===== src/rtl/scc_pkg.sv =====
// constants, field layouts and carrier types of the system clock controller
package scc_pkg;
    // oscillator source codes
    localparam logic [1:0] SRC_FAST_EXT = 2'h0;
    localparam logic [1:0] SRC_FAST_INT = 2'h1;
    localparam logic [1:0] SRC_SLOW_EXT = 2'h2;
    localparam logic [1:0] SRC_SLOW_INT = 2'h3;
    localparam int NSRC = 4;

    // apb register byte offsets
    localparam logic [7:0] ADDR_CTRL = 8'h00;
    localparam logic [7:0] ADDR_GATE = 8'h04;
    localparam logic [7:0] ADDR_WAITSEL = 8'h08;
    localparam logic [7:0] ADDR_STATUS = 8'h0c;
    localparam logic [7:0] ADDR_IRQ_STAT = 8'h10;
    localparam logic [7:0] ADDR_IRQ_MASK = 8'h14;

    // prescaler ratio is 2**code; reset code 3 gives divide by eight
    localparam logic [2:0] PRESC_RST = 3'h3;
    localparam int PRESC_W = 3;

    // control register layout, lsb last
    typedef struct packed {
        logic out_en;
        logic [1:0] out_src;
        logic [1:0] rtc_src;
        logic csm_en;
        logic [2:0] presc;
        logic [1:0] sys_src;
    } scc_ctrl_t;
    localparam int CTRL_W = 11;
    localparam scc_ctrl_t CTRL_RST = '{out_en: 1'b0, out_src: SRC_FAST_INT, rtc_src: SRC_SLOW_INT,
                                       csm_en: 1'b0, presc: PRESC_RST, sys_src: SRC_FAST_INT};

    // gate register: bit 0 core, bit 1 memory, peripherals from bit 2
    localparam int GATE_CORE = 0;
    localparam int GATE_MEM = 1;
    localparam int GATE_PERIPH = 2;

    // status register layout
    localparam int STAT_CUR = 0;
    localparam int STAT_BUSY = 2;
    localparam int STAT_READY = 3;
    localparam int STAT_FAIL = 7;

    // interrupt status and mask layout
    localparam int IRQ_SWITCH = 0;
    localparam int IRQ_FAIL = 1;
    localparam int IRQ_W = 2;

    // low-power mode in force, driven by the power controller
    typedef enum logic [1:0] {LP_RUN, LP_WAIT, LP_ACTIVE_HALT, LP_HALT} scc_lp_t;

    // clock-security timeout: no fast crystal tick for this long is a failure
    localparam int CLK_PERIOD_NS = 8;
    localparam int FAIL_TIMEOUT_NS = 2000;
    localparam int FAIL_TIMEOUT_CYC = (FAIL_TIMEOUT_NS + CLK_PERIOD_NS - 1) / CLK_PERIOD_NS;
endpackage


===== src/rtl/scc_prescaler.sv =====
// power-of-two divider of a source tick stream
`timescale 1ns/1ps
module scc_prescaler #(
    parameter int CNT_W = 7
) (
    // clock and reset
    input wire logic mclk,
    input wire logic rst_n,
    // tick in, ratio code and divided tick out
    input wire logic tick_in,
    input wire logic [scc_pkg::PRESC_W-1:0] ratio,
    output logic tick_out
);
    logic [CNT_W-1:0] cnt_r, cnt_nxt;
    logic tick_r, tick_nxt;
    logic [CNT_W-1:0] limit;

    always_comb begin
        limit = CNT_W'((1 << ratio) - 1);
        cnt_nxt = cnt_r;
        tick_nxt = 1'b0;
        if (tick_in) begin
            // >= so that a smaller ratio written mid-count never strands the counter
            if (cnt_r >= limit) begin
                cnt_nxt = '0;
                tick_nxt = 1'b1;
            end else begin
                cnt_nxt = cnt_r + CNT_W'(1);
            end
        end
    end

    always_ff @(posedge mclk) begin
        if (!rst_n) begin
            cnt_r <= '0;
            tick_r <= 1'b0;
        end else begin
            cnt_r <= cnt_nxt;
            tick_r <= tick_nxt;
        end
    end

    assign tick_out = tick_r;

    presc_ratio_a: assert property (@(posedge mclk) disable iff (!rst_n)
        tick_r |-> $past(tick_in) && $past(cnt_r) >= $past(limit)) else $error("divided tick without full count");
endmodule


===== src/rtl/scc_fail_monitor.sv =====
// clock-security monitor: watches the fast crystal tick for a missing-clock timeout
`timescale 1ns/1ps
module scc_fail_monitor #(
    parameter int TIMEOUT = scc_pkg::FAIL_TIMEOUT_CYC
) (
    // clock and reset
    input wire logic mclk,
    input wire logic rst_n,
    // enable and watched tick
    input wire logic enable,
    input wire logic tick,
    // failure level, held until disabled
    output logic failed
);
    localparam int CW = $clog2(TIMEOUT + 1);
    localparam logic [CW-1:0] LIMIT = CW'(TIMEOUT);
    logic [CW-1:0] cnt_r, cnt_nxt;
    logic failed_r, failed_nxt;

    always_comb begin
        cnt_nxt = cnt_r;
        failed_nxt = failed_r;
        if (!enable) begin
            cnt_nxt = '0;
            failed_nxt = 1'b0;
        end else if (tick) begin
            cnt_nxt = '0;
        end else if (cnt_r >= LIMIT) begin
            failed_nxt = 1'b1;
        end else begin
            cnt_nxt = cnt_r + CW'(1);
        end
    end

    always_ff @(posedge mclk) begin
        if (!rst_n) begin
            cnt_r <= '0;
            failed_r <= 1'b0;
        end else begin
            cnt_r <= cnt_nxt;
            failed_r <= failed_nxt;
        end
    end

    assign failed = failed_r;

    fail_enabled_a: assert property (@(posedge mclk) disable iff (!rst_n)
        $rose(failed_r) |-> $past(enable) && $past(cnt_r) == LIMIT) else $error("failure without timeout");
endmodule


===== src/rtl/scc_top.sv =====
// system clock controller: source select, prescaler, gating, security fallback, apb registers
//
// Summary of operation
// - system clock may come from any of four oscillator sources.
// - after reset run from fast internal rc divided by eight.
// - software may change ratio and source right after reset.
// - a programmable power-of-two prescaler divides the system clock.
// - source switch in run mode makes no truncated or spurious pulses.
// - separate gates for core, each peripheral and memory.
// - gating follows the low-power mode in force.
// - security monitor off until enabled; then falls back to fast internal rc.
// - real-time-clock source selected independently of system source.
// - a clock output pin carries a selected internal clock.
// - wait mode stops cpu clock, keeps selected peripherals running.
// - active-halt stops cpu and peripherals, keeps rtc clock.
//
// Our own choices: the placing of the registers and the APB interface to the registers.
`timescale 1ns/1ps
module scc_top #(
    parameter int NPERIPH = 8,
    parameter int FAIL_TIMEOUT = scc_pkg::FAIL_TIMEOUT_CYC
) (
    // clock and reset
    input wire logic mclk,
    input wire logic rst_n,
    // apb slave
    input wire logic psel,
    input wire logic penable,
    input wire logic pwrite,
    input wire logic [7:0] paddr,
    input wire logic [31:0] pwdata,
    output logic [31:0] prdata,
    output logic pready,
    output logic pslverr,
    // oscillators: one-cycle tick per source period, and stable flags
    input wire logic [scc_pkg::NSRC-1:0] src_tick,
    input wire logic [scc_pkg::NSRC-1:0] src_ready,
    // low-power mode from the power controller
    input wire scc_pkg::scc_lp_t lp_mode,
    // gated clock enables
    output logic core_clk_en,
    output logic mem_clk_en,
    output logic [NPERIPH-1:0] periph_clk_en,
    output logic rtc_clk_en,
    output logic clock_output,
    // interrupt
    output logic irq
);
    localparam int GATE_W = NPERIPH + scc_pkg::GATE_PERIPH;

    typedef enum logic {SW_IDLE, SW_WAIT} scc_sw_t;

    // register group
    scc_pkg::scc_ctrl_t ctrl_r, ctrl_nxt;
    logic [GATE_W-1:0] gate_r, gate_nxt;
    logic [NPERIPH-1:0] waitsel_r, waitsel_nxt;
    logic [scc_pkg::IRQ_W-1:0] irq_stat_r, irq_stat_nxt, irq_mask_r, irq_mask_nxt;
    logic [31:0] prdata_r, prdata_nxt;
    logic pready_r, pready_nxt, pslverr_r, pslverr_nxt;
    // switch group
    scc_sw_t sw_r, sw_nxt;
    logic [1:0] cur_src_r, cur_src_nxt;
    logic fail_d_r;
    // output group
    logic core_r, mem_r, rtc_r, cko_r, irq_r;
    logic [NPERIPH-1:0] periph_r;
    logic [NPERIPH-1:0] periph_nxt;
    logic core_nxt, mem_nxt, rtc_nxt, cko_nxt, irq_nxt;

    logic wr_en, rd_setup, mapped, sw_commit, fail_lvl, fail_rise, sys_tick;
    logic [scc_pkg::IRQ_W-1:0] irq_set;
    logic [31:0] status_w;

    scc_prescaler #(
        .CNT_W(7)
    ) u_presc (
        .mclk(mclk),
        .rst_n(rst_n),
        .tick_in(src_tick[cur_src_r]),
        .ratio(ctrl_r.presc),
        .tick_out(sys_tick)
    );

    scc_fail_monitor #(
        .TIMEOUT(FAIL_TIMEOUT)
    ) u_mon (
        .mclk(mclk),
        .rst_n(rst_n),
        .enable(ctrl_r.csm_en),
        .tick(src_tick[scc_pkg::SRC_FAST_EXT]),
        .failed(fail_lvl)
    );

    assign fail_rise = fail_lvl && !fail_d_r;

    // apb decode: one access cycle, answer prepared in the setup cycle
    always_comb begin
        wr_en = psel && penable && pready_r && pwrite && !pslverr_r;
        rd_setup = psel && !penable;
        case (paddr)
            scc_pkg::ADDR_CTRL, scc_pkg::ADDR_GATE, scc_pkg::ADDR_WAITSEL,
            scc_pkg::ADDR_STATUS, scc_pkg::ADDR_IRQ_STAT, scc_pkg::ADDR_IRQ_MASK: mapped = 1'b1;
            default: mapped = 1'b0;
        endcase
        status_w = '0;
        status_w[scc_pkg::STAT_CUR +: 2] = cur_src_r;
        status_w[scc_pkg::STAT_BUSY] = (sw_r == SW_WAIT);
        status_w[scc_pkg::STAT_READY +: scc_pkg::NSRC] = src_ready;
        status_w[scc_pkg::STAT_FAIL] = fail_lvl;
    end

    // switch: wait for a stable target, change over between ticks of both sources
    always_comb begin
        sw_nxt = sw_r;
        cur_src_nxt = cur_src_r;
        sw_commit = 1'b0;
        case (sw_r)
            SW_IDLE: begin
                if (ctrl_r.sys_src != cur_src_r) begin
                    sw_nxt = SW_WAIT;
                end
            end
            SW_WAIT: begin
                if (ctrl_r.sys_src == cur_src_r) begin
                    sw_nxt = SW_IDLE;
                end else if (src_ready[ctrl_r.sys_src] && !src_tick[cur_src_r] && !src_tick[ctrl_r.sys_src]) begin
                    // switching between ticks keeps every enable pulse whole
                    sw_commit = 1'b1;
                    cur_src_nxt = ctrl_r.sys_src;
                    sw_nxt = SW_IDLE;
                end
            end
            default: sw_nxt = SW_IDLE;
        endcase
        if (fail_rise && cur_src_r == scc_pkg::SRC_FAST_EXT) begin
            // the failed crystal gives no ticks, so no pulse can be cut
            cur_src_nxt = scc_pkg::SRC_FAST_INT;
            sw_commit = 1'b0;
            sw_nxt = SW_IDLE;
        end
    end

    // register file
    always_comb begin
        ctrl_nxt = ctrl_r;
        gate_nxt = gate_r;
        waitsel_nxt = waitsel_r;
        irq_mask_nxt = irq_mask_r;
        irq_set = '0;
        irq_set[scc_pkg::IRQ_SWITCH] = sw_commit;
        irq_set[scc_pkg::IRQ_FAIL] = fail_rise;
        irq_stat_nxt = irq_stat_r;
        if (wr_en) begin
            case (paddr)
                scc_pkg::ADDR_CTRL: ctrl_nxt = scc_pkg::scc_ctrl_t'(pwdata[scc_pkg::CTRL_W-1:0]);
                scc_pkg::ADDR_GATE: gate_nxt = pwdata[GATE_W-1:0];
                scc_pkg::ADDR_WAITSEL: waitsel_nxt = pwdata[NPERIPH-1:0];
                scc_pkg::ADDR_IRQ_STAT: irq_stat_nxt = irq_stat_r & ~pwdata[scc_pkg::IRQ_W-1:0];
                scc_pkg::ADDR_IRQ_MASK: irq_mask_nxt = pwdata[scc_pkg::IRQ_W-1:0];
                default: ;
            endcase
        end
        // a new event wins over a clear in the same cycle
        irq_stat_nxt = irq_stat_nxt | irq_set;
        if (fail_rise) begin
            // hold the request on the fallback so the switch logic does not go back
            ctrl_nxt.sys_src = scc_pkg::SRC_FAST_INT;
        end
        pready_nxt = rd_setup;
        pslverr_nxt = rd_setup && !mapped;
        prdata_nxt = prdata_r;
        if (rd_setup) begin
            case (paddr)
                scc_pkg::ADDR_CTRL: prdata_nxt = 32'(ctrl_r);
                scc_pkg::ADDR_GATE: prdata_nxt = 32'(gate_r);
                scc_pkg::ADDR_WAITSEL: prdata_nxt = 32'(waitsel_r);
                scc_pkg::ADDR_STATUS: prdata_nxt = status_w;
                scc_pkg::ADDR_IRQ_STAT: prdata_nxt = 32'(irq_stat_r);
                scc_pkg::ADDR_IRQ_MASK: prdata_nxt = 32'(irq_mask_r);
                default: prdata_nxt = '0;
            endcase
        end
    end

    // clock distribution and gating per low-power mode
    always_comb begin
        core_nxt = sys_tick && gate_r[scc_pkg::GATE_CORE] && lp_mode == scc_pkg::LP_RUN;
        mem_nxt = sys_tick && gate_r[scc_pkg::GATE_MEM] && lp_mode == scc_pkg::LP_RUN;
        // active-halt keeps only the rtc clock and the clock output; full halt stops the rtc clock too
        rtc_nxt = src_tick[ctrl_r.rtc_src] && lp_mode != scc_pkg::LP_HALT;
        cko_nxt = ctrl_r.out_en ? (cko_r ^ src_tick[ctrl_r.out_src]) : 1'b0;
        irq_nxt = |(irq_stat_r & irq_mask_r);
    end

    genvar gi;
    generate
        for (gi = 0; gi < NPERIPH; gi++) begin : g_periph
            always_comb begin
                periph_nxt[gi] = sys_tick && gate_r[scc_pkg::GATE_PERIPH + gi] &&
                                 (lp_mode == scc_pkg::LP_RUN || (lp_mode == scc_pkg::LP_WAIT && waitsel_r[gi]));
            end
        end
    endgenerate

    always_ff @(posedge mclk) begin
        if (!rst_n) begin
            ctrl_r <= scc_pkg::CTRL_RST;
            gate_r <= '1;
            waitsel_r <= '1;
            irq_stat_r <= '0;
            irq_mask_r <= '0;
            prdata_r <= '0;
            pready_r <= 1'b0;
            pslverr_r <= 1'b0;
            sw_r <= SW_IDLE;
            cur_src_r <= scc_pkg::SRC_FAST_INT;
            fail_d_r <= 1'b0;
            core_r <= 1'b0;
            mem_r <= 1'b0;
            periph_r <= '0;
            rtc_r <= 1'b0;
            cko_r <= 1'b0;
            irq_r <= 1'b0;
        end else begin
            ctrl_r <= ctrl_nxt;
            gate_r <= gate_nxt;
            waitsel_r <= waitsel_nxt;
            irq_stat_r <= irq_stat_nxt;
            irq_mask_r <= irq_mask_nxt;
            prdata_r <= prdata_nxt;
            pready_r <= pready_nxt;
            pslverr_r <= pslverr_nxt;
            sw_r <= sw_nxt;
            cur_src_r <= cur_src_nxt;
            fail_d_r <= fail_lvl;
            core_r <= core_nxt;
            mem_r <= mem_nxt;
            periph_r <= periph_nxt;
            rtc_r <= rtc_nxt;
            cko_r <= cko_nxt;
            irq_r <= irq_nxt;
        end
    end

    assign prdata = prdata_r;
    assign pready = pready_r;
    assign pslverr = pslverr_r;
    assign core_clk_en = core_r;
    assign mem_clk_en = mem_r;
    assign periph_clk_en = periph_r;
    assign rtc_clk_en = rtc_r;
    assign clock_output = cko_r;
    assign irq = irq_r;

    reset_start_a: assert property (@(posedge mclk) $rose(rst_n) |->
        cur_src_r == scc_pkg::SRC_FAST_INT && ctrl_r.presc == scc_pkg::PRESC_RST) else $error("wrong start clock");
    stable_target_a: assert property (@(posedge mclk) disable iff (!rst_n)
        (sw_r == SW_WAIT && !src_ready[ctrl_r.sys_src] && !fail_rise) |=> $stable(cur_src_r))
        else $error("switched to unstable source");
    clean_switch_a: assert property (@(posedge mclk) disable iff (!rst_n)
        sw_commit |-> !src_tick[cur_src_r] && src_ready[cur_src_nxt]) else $error("switch cut a tick");
    fallback_flag_a: assert property (@(posedge mclk) disable iff (!rst_n)
        (fail_rise && cur_src_r == scc_pkg::SRC_FAST_EXT) |=>
        cur_src_r == scc_pkg::SRC_FAST_INT && irq_stat_r[scc_pkg::IRQ_FAIL]) else $error("no fallback");
    monitor_off_a: assert property (@(posedge mclk) disable iff (!rst_n)
        fail_rise |-> $past(ctrl_r.csm_en)) else $error("monitor acted while disabled");
    core_gate_a: assert property (@(posedge mclk) disable iff (!rst_n)
        core_r |-> $past(sys_tick) && $past(gate_r[scc_pkg::GATE_CORE]) && $past(lp_mode) == scc_pkg::LP_RUN)
        else $error("core clock past its gate");
    wait_core_a: assert property (@(posedge mclk) disable iff (!rst_n)
        (lp_mode == scc_pkg::LP_WAIT) [*2] |-> !core_r) else $error("cpu clocked in wait");
    halt_periph_a: assert property (@(posedge mclk) disable iff (!rst_n)
        (lp_mode == scc_pkg::LP_ACTIVE_HALT) ##1 (lp_mode == scc_pkg::LP_ACTIVE_HALT) |->
        periph_r == '0 && !core_r && !mem_r && rtc_r == $past(src_tick[ctrl_r.rtc_src]))
        else $error("active-halt gating wrong");
endmodule


===== config.mk =====
export PLATFORM = sky130hd
export DESIGN_NAME = scc_top
export DESIGN_NICKNAME = d
export VERILOG_FILES = /design/src/rtl/scc_pkg.sv /design/src/rtl/scc_prescaler.sv /design/src/rtl/scc_fail_monitor.sv /design/src/rtl/scc_top.sv
export SDC_FILE = /design/constraint.sdc
export NUM_CORES = 1
export LEC_CHECK = 0
export BUFFER_PORTS_ARGS = -buffer_cell sky130_fd_sc_hd__buf_2
export CAP_MARGIN = 40
export CORE_MARGIN = 5
export CORE_UTILIZATION = 45
export CTS_CLUSTER_DIAMETER = 30
export DETAILED_ROUTE_END_ITERATION = 8
export PLACE_DENSITY = 0.73
export SLEW_MARGIN = 20
export SYNTH_ARGS = -nofsm -noshare
export SYNTH_HDL_FRONTEND = slang
export SYNTH_SLANG_ARGS = --single-unit

===== constraint.sdc =====
create_clock -name mclk -period 2.5 [get_ports mclk]
set_input_delay 0.375 -clock mclk [delete_from_list [all_inputs] [get_ports mclk]]
set_output_delay 0.375 -clock mclk [all_outputs]
set_load 0.02 [all_outputs]

==> results of run 1 <==
## worst paths after layout
path | end | slack, ns | start
hold / removal | core_clk_en | 0.27 | lp_mode[0]
hold reg to reg | prdata[9] | 0.47 | prdata[9]
setup / recovery | u_presc.tick_out | 0.04 | ctrl_r[3]
setup reg to reg | u_presc.tick_out | 0.04 | ctrl_r[3]
## registers in the layout, summed over array words and instances (netlist names), 2 cells and up
signal	flops
waitsel_r	8
ctrl_r	11
u_mon.cnt_r	8
cur_src_r	2
prdata	11
gate_r	10
u_presc.cnt_r	7
periph_clk_en	8
irq_stat_r	2
irq_mask_r	2
## placed cells by master (no fill, tap or decap), drive strengths merged, types with 13 or more instances in the layout
cell    n
inv    13
o21ai  31
nand2  24
nand3  43
dfxtp  80
mux2i  20
nor2   34
buf    75
conb   21
## report_power, final
part | switching (mW) | leakage (nW) | internal [mW]
registers | 0.00673 | 0.646 | 1.28
logic | 0.127 | 1.09 | 0.0640
clock network | 0.469 | 0.0818 | 0.384
## repair_timing
action	CTS	global route
pin swaps	4	11
buffers inserted	1	1
hold buffers	0	0
gates resized for setup	12	3
setup endpoints to repair	8	7
## per-stage QoR
stage	area [um2]	instances	total power, mW
6_report	4550	595	2.33
5_1_grt	4550	595	2.43
4_1_cts	4520	594	2.36
3_5_place_dp	4280	578	1.50
3_3_place_gp	4280	578	1.50
2_1_floorplan	4010	444	1.46
## synthesized netlist by cell type (2+ instances only)
cell                        count  area (um2)
sky130_fd_sc_hd__clkbuf_1      19        71.3
sky130_fd_sc_hd__buf_2          4        20.0
sky130_fd_sc_hd__mux4_2        11         248
sky130_fd_sc_hd__a32o_1         6        60.1
sky130_fd_sc_hd__xnor2_1        7        61.3
sky130_fd_sc_hd__nor3b_1        2        15.0
sky130_fd_sc_hd__or3_1          3        18.8
sky130_fd_sc_hd__nand2_1       24        90.1
sky130_fd_sc_hd__a2bb2oi_1      3        26.3
sky130_fd_sc_hd__nor3_1         6        30.0
sky130_fd_sc_hd__or3b_2         2        17.5
sky130_fd_sc_hd__ha_1          11         138
sky130_fd_sc_hd__a21oi_1       11        55.1
sky130_fd_sc_hd__nand3_1       43         215
sky130_fd_sc_hd__o31ai_1        2        15.0
sky130_fd_sc_hd__nand4_1        5        31.3
sky130_fd_sc_hd__o21ai_0       30         150
sky130_fd_sc_hd__inv_1         12        45.0
sky130_fd_sc_hd__a21o_1         2        15.0
sky130_fd_sc_hd__nor2_1        34         128
sky130_fd_sc_hd__dfxtp_1       80        1600
sky130_fd_sc_hd__buf_1          2        7.51
sky130_fd_sc_hd__a211oi_1      11        82.6
sky130_fd_sc_hd__buf_4         21         158
sky130_fd_sc_hd__nor2b_1        3        18.8
sky130_fd_sc_hd__mux2i_1       20         200
sky130_fd_sc_hd__and4_1         5        43.8
sky130_fd_sc_hd__xor2_1         9        78.8
sky130_fd_sc_hd__and3_1         6        37.5
sky130_fd_sc_hd__nand3b_1       3        22.5
sky130_fd_sc_hd__nor4_1         2        12.5
sky130_fd_sc_hd__nand2b_1       3        18.8
## final cells by class
class                      count  area [um2]  area share
inverter                      13        48.8      0.0107
multi-input combinational    304        2160       0.475
clock inverter                 4        28.8     0.00633
tap                          108         135      0.0297
timing repair buffer          75         428      0.0941
clock buffer                  11         141      0.0311
sequential                    80        1600       0.353
## layer usage
| layer | vias to the layer above | track usage |
|---|---|---|
| li1 | 1607 | - |
| met3 | 20 | 0.0396 |
| met5 | - | 0 |
| met4 | 0 | 0.0936 |
| met2 | 123 | 0.334 |
| met1 | 1597 | 0.242 |
## critical path: stages, from the launching register on
cell and delay (ns):
sky130_fd_sc_hd__dfxtp_2 0.34, sky130_fd_sc_hd__or3_4 0.39, sky130_fd_sc_hd__ha_4 0.19, sky130_fd_sc_hd__xor2_1 0.14, sky130_fd_sc_hd__nor2_1 0.12, sky130_fd_sc_hd__a21oi_1 0.07
sky130_fd_sc_hd__ha_1 0.32, sky130_fd_sc_hd__nand4_1 0.14, sky130_fd_sc_hd__o311ai_4 0.37, sky130_fd_sc_hd__buf_12 0.17, sky130_fd_sc_hd__and3_1 0.14
## kinds of logic after synthesis
| kind of cell | Yosys count |
|---|---|
| and+or+nand+nor | 149 |
| DFF | 80 |
| AOI/OAI and AO/OA | 76 |
| buffers and inverters | 60 |
| muxes | 31 |
| xor gates and xnor gates | 16 |
| adders and majority gates | 11 |
| other | 1 |
==> results.md, run 1 <==
- The count of cells along the worst hold path is 2.
- The number of distinct library cell variants in the gate-level netlist after synthesis is 54.
- In the final layout, the share of cells above drive strength 1 is 0.246.
- The number of antenna violations at the first check in global routing is 0.
- The leakage power is 1.82 nW.
- The number of maximum-capacitance constraint violations is 0.
- A synthesized cell averages 9.22 um2.
- Data on the critical path is required at its endpoint by 2.79 ns.
- The critical path capture point type is a flop.
- The buffer cell driving the clock tree root is sky130_fd_sc_hd__clkbuf_8.
- The final route contains 3347 vias.
- Dividing total power by cell area gives a power density of 513 nW/um2.
- The share of synthesized registers carrying an async set or reset is 0.
- The clock drives 80 sinks.
- Of the total synthesized cell area, the portion taken by XOR and XNOR cells is 0.0359.
- The final hold slack is 0.271 ns.
- The count of fill cells added during filler insertion is 796.
- The post-synthesis adder-cell area fraction is 0.0352.
- The HPWL after detailed placement is 7470 um.
- Setup repair after global routing could not meet its margin everywhere.
- The first global-routing pass estimated 16100 um of wire.
- The category of the worst setup path launch point is a flop.
- The final-report max-slew violation count is 0.
- The clock buffer count from CTS is 9.
- The main flop type after synthesis is sky130_fd_sc_hd__dfxtp_1.
- The global placer's final weighted congestion is 0.876.
- The pin slew with the least headroom to its limit is 0.622 ns.
- For this block, the initial DRC count from the detailed router was 233.
- The die covers 10700 um2.
- In this run the vertical extent of the chip is 103 um.
- For the finished layout, the period the worst path requires is 2.46 ns.
- The total area inside the core boundary comes to 8590 um2.
- The number of endpoints failing setup at the final stage is 0.
- The sequential cell area fraction in the yosys report is 0.410.
- The fraction of the mapped netlist area in compound gates is 0.126.
- In the detailed route, the total length drawn on met3 is 687 um.
- No sink is reached through more buffers than the 2 on the longest clock path.
- Across every metal layer, demand over resource in global routing totals 0.198.
- The remaining number of nets flagged by the antenna check after routing is 0.
- Global routing finished with a remaining overflow of 0.
- In this run, synthesis produced a sequential element count of 80.
- Measured against its own limit, the worst slew margin works out to 0.584.
- The setup TNS is 0 ns.
- The utilization after layout is 0.529.
- The post-synthesis cell count is 424.
- The total number of placement rows is 34.
- In this run, synthesis inferred 0 flip-flops with an integrated enable.
- The ratio of routed vias to standard cells is 5.63.
- The initial cell density of the core is 0.455.
- The number of hold-slack violations in the final timing report is 0.
- The synthesis warning total is 0.
- The critical path is of the flop to flop type.
- The clock-pin slew on the worst setup and hold paths is 0.08 ns.
- The TritonCTS clock tree is yes.
- The min-delay analysis places its worst path in the category primary input to flop.
- The total I/O pin count is 102.
- Of all nets on the critical path, the largest fanout is 7.
- The number of antenna diodes in the final layout is 0.
- The via count of the first global-routing pass is 3295.
- The pre-antenna-repair detailed-routing pass consisted of 4 iterations.
- Entering global routing, the biggest net connects 30 pins.
- Dividing the detail-routed wire length by the instance count gives 16.9 um.
- The worst path arrival time is 2.75 ns.
- After detailed routing, the wire length on met1 is 4040 um.
- The wire length on met2 is 5070 um.
- The worst setup skew after layout is 0.0130 ns.
- The achievable clock frequency is 407 MHz.
- Across the VDD grid, the largest voltage drop is 209 uV.
- The remaining design rule violation count is 0.
- Of the available clock period, the critical path in the final layout requires 0.982.
- The post-synthesis cell area is 3910 um2.
- The highest layer touched by signal routing is met4.
- The number of H-tree levels is 3.
- The flow ran to the end, and the final reports show no timing, DRC or antenna violations.
- Setup slack closes at 0.0450 ns.
- The fraction of the mapped netlist area in simple logic gates is 0.197.
- The total number of nets in the final design is 549.
- Measured along the x axis, the die boundary spans 103 um.
- Compared with the post-synthesis result, the final layout area differs by 16.3%.
- The wire length after detailed routing is 10100 um.
- The number of port buffers is 59.
- The post-synthesis mux area share is 0.115.
- The later pin in the worst-skew pair is clocked with a latency of 0.36 ns.
- The dominant combinational cell family by area after synthesis is simple AND/OR/NAND/NOR gates.
- The pre-CTS setup slack is -0.0870 ns.
- The depth of the worst register-to-register path is 10.
Power figures use the tool's default switching activity.
==> run 2: changes to the inputs <==
Settings changed: BUFFER_PORTS_ARGS -buffer_cell sky130_fd_sc_hd__buf_2 to not set, DONT_BUFFER_PORTS set to 1, PLACE_DENSITY 0.73 to 0.63.
==> run 2 against run 1 <==
Non-clock buffer count down 63; global-route usage down 0.72 points; cell count down 10%; largest cell class unchanged; sequential share of layout area up 2.3 points; critical endpoint unchanged; clock skew down 0.0013 ns.
==> results.md, run 2 (synthesized netlist as in run 1, its figures left out) <==
- The maximum clock insertion buffer count is 2 (unchanged).
- The routed length per instance was 18.4 um (+8.5%).
- The required time of the worst setup path was 2.80 ns (about the same).
- The commonest non-fill, non-tap cell in the layout is sky130_fd_sc_hd__dfxtp_1.
- The number of hold-slack violations in the final timing report is 0 (unchanged).
- The total inserted antenna cells was 0 (unchanged).
- The final HPWL from detailed placement is 7210 um (-3.5%).
- The minimum period implied by the final worst setup slack came to 2.42 ns (-0.0332 ns).
- The first-pass iteration count of the detailed router came to 4 (unchanged).
- The setup TNS is 0 ns (unchanged).
- The worst path arrival time came to 2.72 ns (-0.03 ns).
- The highest net fanout along the worst path is 6 (-1).
- The leakage power is 1.55 nW (-15%).
- The total number of nets in the final design is 486 (-11%).
- The total number of placement rows is 34 (unchanged).
- The count of buffering cells on the critical path with inverters included is 1 (unchanged).
- The maximum vdd drop is 296 uV (+41%).
- The overall die height was 103 um (unchanged).
- The worst setup skew after layout is 0.0117 ns (-0.00126 ns).
- The share of the clock period used by the worst path after layout is 0.969 (-0.0133).
- The number of maximum-capacitance constraint violations came to 0 (unchanged).
- The number of DRC markers in iteration 0 came to 153 (-34%).
- The total I/O pin count is 102 (unchanged).
- The core footprint was 8590 um2 (unchanged).
- The path class of the tightest hold or removal check is primary input to flop.
- The buffer cell driving the clock tree root is sky130_fd_sc_hd__clkbuf_8.
- The number of antenna violations at the first check in global routing is 0 (unchanged).
- The first-pass GRT wire length came to 15500 um (-3.7%).
- The least setup slack across all paths after layout came to 0.0781 ns (+0.0332 ns).
- Leaving out fill and tap cells, the most frequent cells in the layout are 78 x sky130_fd_sc_hd__dfxtp_1, 43 x sky130_fd_sc_hd__nand3_1, 33 x sky130_fd_sc_hd__nor2_1.
- The ratio of routed vias to standard cells is 5.68 (+0.96%).
- The clock latency of the later-clocked register in the worst-skew pair was 0.35 ns (about the same).
- The clock-pin slew on the worst setup and hold paths is 0.09 ns (about the same).
- The clock buffer count from CTS is 9 (unchanged).
- The global placer's final weighted congestion was 0.792 (-9.6%).
- The wire length after detailed routing is 9800 um (-2.8%).
- The number of endpoints failing setup at the final stage is 0 (unchanged).
- The global router's overall resource usage is 0.191 (-0.00722).
- The pre-CTS setup slack came to -0.0321 ns (+0.0549 ns).
- The category of the worst setup path launch point is a flop.
- The achievable clock frequency is 413 MHz (+1.4%).
- The pin count of the biggest net entering global routing came to 44 (+47%).
- The delay of the slowest cell on the worst path is 0.40 ns (about the same).
- STA classifies the critical path endpoint as a flop.
- The routed via count is 3027 (-9.6%).
- The number of sinks driven by the clock tree is 80 (unchanged).
- The TritonCTS clock tree is yes.
- The area growth from synthesis to layout is 9.28%.
- The number of H-tree levels came to 3 (unchanged).
- The flow ran to the end, and the final reports show no timing, DRC or antenna violations.
- The remaining design rule violation count came to 0 (unchanged).
- The final-report max-slew violation count is 0 (unchanged).
- Walking the worst path, the cells encountered are or3_4 > ha_4 > xor2_1 > nor2_1 > a21oi_1 > ha_1 > nand4_1 > o311ai_4 > buf_6 > and3_1.
- The relative slew slack is 0.574 (-0.00990).
- The fraction of layout instances using a drive strength above 1 is 0.144 (-0.103).
- The via count of the first global-routing pass is 2950 (-10%).
- Setup repair after global routing could not meet its margin everywhere.
- The area of the die is 10700 um2 (unchanged).
- The pin slew with the least headroom to its limit is 0.638 ns (+0.0158 ns).
- The aggregate global routing overflow came to 0 (unchanged).
- The number of hold buffers added after CTS came to 0 (unchanged).
- The total power density per cell area was 579 nW/um2 (+13%).
- The master of the slowest instance on the critical path is sky130_fd_sc_hd__or3_4.
- The die span in x is 103 um (unchanged).
- By startpoint and endpoint, the worst setup path is classified as flop to flop.
- The remaining number of nets flagged by the antenna check after routing was 0 (unchanged).
- The count of fill cells added during filler insertion is 824 (+3.5%).
- The family of cells with the greatest summed delay on the critical path is simple AND/OR/NAND/NOR gates.
- The number of port buffers came to 0 (-100%).
- The initial cell density of the core is 0.455 (unchanged).
[run 2: cell types whose count changed in the layout (fill, tap and decap cells not counted), sizes merged]
cell,previous run,this run
buf,75,12
bufinv,0,2
clkinv,2,4
clkbuf,11,10
clkinvlp,2,1
inv,13,12
[run 2: area by class of cell]
cell class | instances | area, um2 | area share
inverters | 13 | 48.8 | 0.0114
clock buffers | 10 | 128 | 0.0299
well taps | 108 | 135 | 0.0316
multi-input cells | 304 | 2170 | 0.508
clock inverters | 6 | 93.8 | 0.0220
repair buffers | 12 | 93.8 | 0.0220
flip-flops and latches | 80 | 1600 | 0.376
[run 2: report_power, final]
part / switching, mW / leakage [nW] / total (mW) / internal, mW
Combinational: 0.0725 / 0.797 / 0.116 / 0.0432
Sequential: 0.0136 / 0.646 / 1.29 / 1.28
Clock: 0.497 / 0.107 / 1.06 / 0.568
[run 2: worst paths after layout]
check	depth (start not counted)	start	endpoint	slack [ns]
max reg2reg	10	ctrl_r[2]	u_presc.tick_out	0.08
min reg2reg	2	ctrl_r[10]	clock_output	0.48
max	10	ctrl_r[2]	u_presc.tick_out	0.08
min	1	lp_mode[0]	core_clk_en	0.09
[run 2: timing repair]
action | in CTS | in global routing
setup endpoints to repair | 8 | 8
gates resized for setup | 3 | 14
buffers inserted | 2 | 0
pin swaps | 2 | 3
[run 2: layer usage]
metal  vias up  global-route usage  routed length [um]
li1       1478                   -                   -
met1      1465               0.239                4170
met2        75               0.321                4900
met3         9              0.0597                 623
met4         0              0.0458                 106
met5         -                   0                   0
[run 2: stage by stage]
stage | util | cells | hold WS, ns | area, um2 | power, mW
global placement | 0.461 | 515 | 0.454 | 3960 | 1.43
floorplan | - | 444 | 0.435 | 4010 | 1.46
detailed placement | 0.461 | 515 | 0.458 | 3960 | 1.44
CTS | 0.491 | 533 | 0.0805 | 4220 | 2.49
finish | 0.497 | 533 | 0.0929 | 4270 | 2.47
global route | 0.497 | 533 | 0.0768 | 4270 | 2.57
[run 2: worst reg2reg max path: cells and delay by family (launching register included)]
| kind | cells | cell delay (ns) |
|---|---|---|
| simple gates | 4 | 0.82 |
| fa+ha+maj | 2 | 0.51 |
| compound gates | 2 | 0.40 |
| xor+xnor | 1 | 0.14 |
| flops | 1 | 0.33 |
| buf+inv | 1 | 0.18 |
==> run 3: changes to the inputs <==
Settings changed: PLACE_DENSITY 0.63 to not set.
==> run 3 against run 2 <==
Die area is the same; maximum frequency fell by 1.1%; count of clock-buffer cells in the layout unchanged; routed wire length grew 4.4%; clock power fell by 13%; critical path depth rose by 1; critical endpoint is now u_presc.cnt_r[1]; largest cell class unchanged.
==> results.md, run 3 (synthesized netlist as in run 1, its figures left out) <==
- The flow ran to the end, and the final reports show no timing, DRC or antenna violations.
- The global placer's final weighted congestion is 0.831 (+4.9%).
- The total number of nets in the final design was 488 (+0.41%).
- The remaining design rule violation count came to 0 (unchanged).
- STA classifies the critical path startpoint as a flop.
- The number of hold-slack violations in the final timing report was 0 (unchanged).
- The master of the slowest instance on the critical path is sky130_fd_sc_hd__or3_4.
- The part of the total power dissipated in combinational logic was 0.050 (+0.003).
- The minimum period implied by the final worst setup slack is 2.45 ns (+0.0258 ns).
- The overall die height is 103 um (unchanged).
- The core footprint is 8590 um2 (unchanged).
- The TritonCTS clock tree is yes.
- The via count of the first global-routing pass is 2985 (+1.2%).
- The first-pass iteration count of the detailed router was 4 (unchanged).
- The count of fill cells added during filler insertion is 833 (+1.1%).
- The final HPWL from detailed placement came to 7220 um (+0.23%).
- The highest net fanout along the worst path is 8 (+2).
- The clock buffer count from CTS is 9 (unchanged).
- The internal power of the cells is 1.73 mW (-8.8%).
- The number of maximum-capacitance constraint violations came to 0 (unchanged).
- The switching component of the power is 0.600 mW (+2.9%).
- The type of the worst min-delay path is primary input to flop.
- The share of the clock period used by the worst path after layout is 0.979 (+0.0103).
- The number of antenna violations at the first check in global routing is 0 (unchanged).
- The pin slew with the least headroom to its limit is 0.620 ns (-0.0186 ns).
- The number of hold buffers added after CTS is 0 (unchanged).
- The routed length per instance came to 19.1 um (+4.0%).
- The part of the power in the clock network is 0.394 (-0.036).
- The critical path goes through or3_4 > ha_4 > nor3_2 > a21o_1 > a21oi_2 > ha_1 > a21oi_2 > a2bb2oi_2 > o311ai_4 > buf_12 > a211oi_1.
- The number of sinks driven by the clock tree was 80 (unchanged).
- The number of endpoints failing setup at the final stage is 0 (unchanged).
- The ratio of routed vias to standard cells was 5.78 (+1.7%).
- The worst setup path is captured at a flop.
- The first-pass GRT wire length is 15800 um (+2.1%).
- The fraction of layout instances using a drive strength above 1 was 0.150 (+0.00635).
- The routed via count is 3090 (+2.1%).
- The critical path is of the flop to flop type.
- The global router's overall resource usage is 0.195 (+0.00402).
- The total I/O pin count is 102 (unchanged).
- The area growth from synthesis to layout is 8.90%.
- The commonest non-fill, non-tap cell in the layout is sky130_fd_sc_hd__dfxtp_1.
- The total number of placement rows is 34 (unchanged).
- The reg2reg setup slack is 0.05 ns (-0.03 ns).
- The total inserted antenna cells is 0 (unchanged).
- The number of H-tree levels is 3 (unchanged).
- The total power of the final layout is 2.33 mW (-6.0%).
- The remaining number of nets flagged by the antenna check after routing is 0 (unchanged).
- The total power density per cell area is 546 nW/um2 (-5.7%).
- The maximum vdd drop is 331 uV (+12%).
- The required time of the worst setup path is 2.76 ns (-0.04 ns).
- Clock tree synthesis selected as its root buffer the cell sky130_fd_sc_hd__clkbuf_8.
- The register share of total power is 0.556 (+0.033).
- The worst path arrival time is 2.71 ns (about the same).
- The number of DRC markers in iteration 0 was 180 (+18%).
- The library cells used most frequently in the layout, excluding fill and tap cells, are 78 x sky130_fd_sc_hd__dfxtp_1, 43 x sky130_fd_sc_hd__nand3_1, 33 x sky130_fd_sc_hd__nor2_1.
- The clock-pin slew on the worst setup and hold paths is 0.10 ns (about the same).
- The aggregate global routing overflow was 0 (unchanged).
- The switching share of power is 0.258 (+0.0223).
- The clock latency of the later-clocked register in the worst-skew pair is 0.35 ns (about the same).
- Counting stages on the worst path, the most repeated cell is sky130_fd_sc_hd__a21oi_2.
- The utilization after layout was 0.495 (-0.00175).
- Setup repair after global routing could not meet its margin everywhere.
- The worst setup skew after layout is 0.0137 ns (+0.00195 ns).
- The number of port buffers is 0 (unchanged).
- The area of the die is 10700 um2 (unchanged).
- The delay of the slowest cell on the worst path was 0.40 ns (about the same).
- The final-report max-slew violation count came to 0 (unchanged).
- The initial cell density of the core was 0.455 (unchanged).
- The maximum clock insertion buffer count is 2 (unchanged).
- The achievable clock frequency is 409 MHz (-1.1%).
- The relative slew slack was 0.585 (+0.0118).
- The die span in x is 103 um (unchanged).
- The leakage power was 1.55 nW (-0.16%).
- The count of buffering cells on the critical path with inverters included is 1 (unchanged).
- The wire length after detailed routing came to 10200 um (+4.4%).
- The family of cells with the greatest summed delay on the critical path is compound AO/OA/AOI/OAI gates.
- The pin count of the biggest net entering global routing was 44 (unchanged).
==> run 3: power groups by stage <==
stage / Clock [mW] / Sequential (mW) / Combinational [mW]
finish: 0.917 / 1.29 / 0.115
global route: 1.01 / 1.30 / 0.127
CTS: 0.942 / 1.29 / 0.112
detailed placement: 0 / 1.32 / 0.110
global placement: 0 / 1.32 / 0.110
floorplan: 0 / 1.32 / 0.139
==> run 3: worst paths after layout <==
kind               from          endpoint  cells after the start
min reg2reg  ctrl_r[10]        prdata[10]                      2
max reg2reg   ctrl_r[3]  u_presc.cnt_r[1]                     11
max           ctrl_r[3]  u_presc.cnt_r[1]                     11
min          lp_mode[0]       core_clk_en                      1
==> run 3: what timing repair did <==
action,in CTS,in global routing
endpoints found under the setup margin,8,8
gates resized for setup,2,13
setup buffers,0,3
pin swaps,0,8
==> run 3: stage by stage <==
step                cells  hold slack (ns)  TNS (ns)  cell area [um2]  setup WS [ns]
finish                535           0.0822         0             4260         0.0523
global placement      517            0.455         0             3980         0.0768
CTS                   533           0.0699         0             4170        0.00390
floorplan             444            0.435         0             4010        0.00339
detailed placement    517            0.456    -0.142             3980        -0.0345
global route          535           0.0600    -0.192             4260        -0.0345
==> run 3: layout make-up <==
type / count / area, um2 / share of cell area
timing repair buffer: 14 / 118 / 0.0276
tap: 108 / 135 / 0.0317
multi-input combinational: 304 / 2160 / 0.508
sequential: 80 / 1600 / 0.377
clock inverter: 6 / 50.0 / 0.0118
inverter: 13 / 48.8 / 0.0115
clock buffer: 10 / 138 / 0.0323
==> run 3: layer usage <==
layer	vias up	GRT usage	part of all wire
li1	1485	-	-
met1	1497	0.254	0.42
met2	90	0.303	0.48
met3	18	0.0604	0.077
met4	0	0.0767	0.026
met5	-	0	0
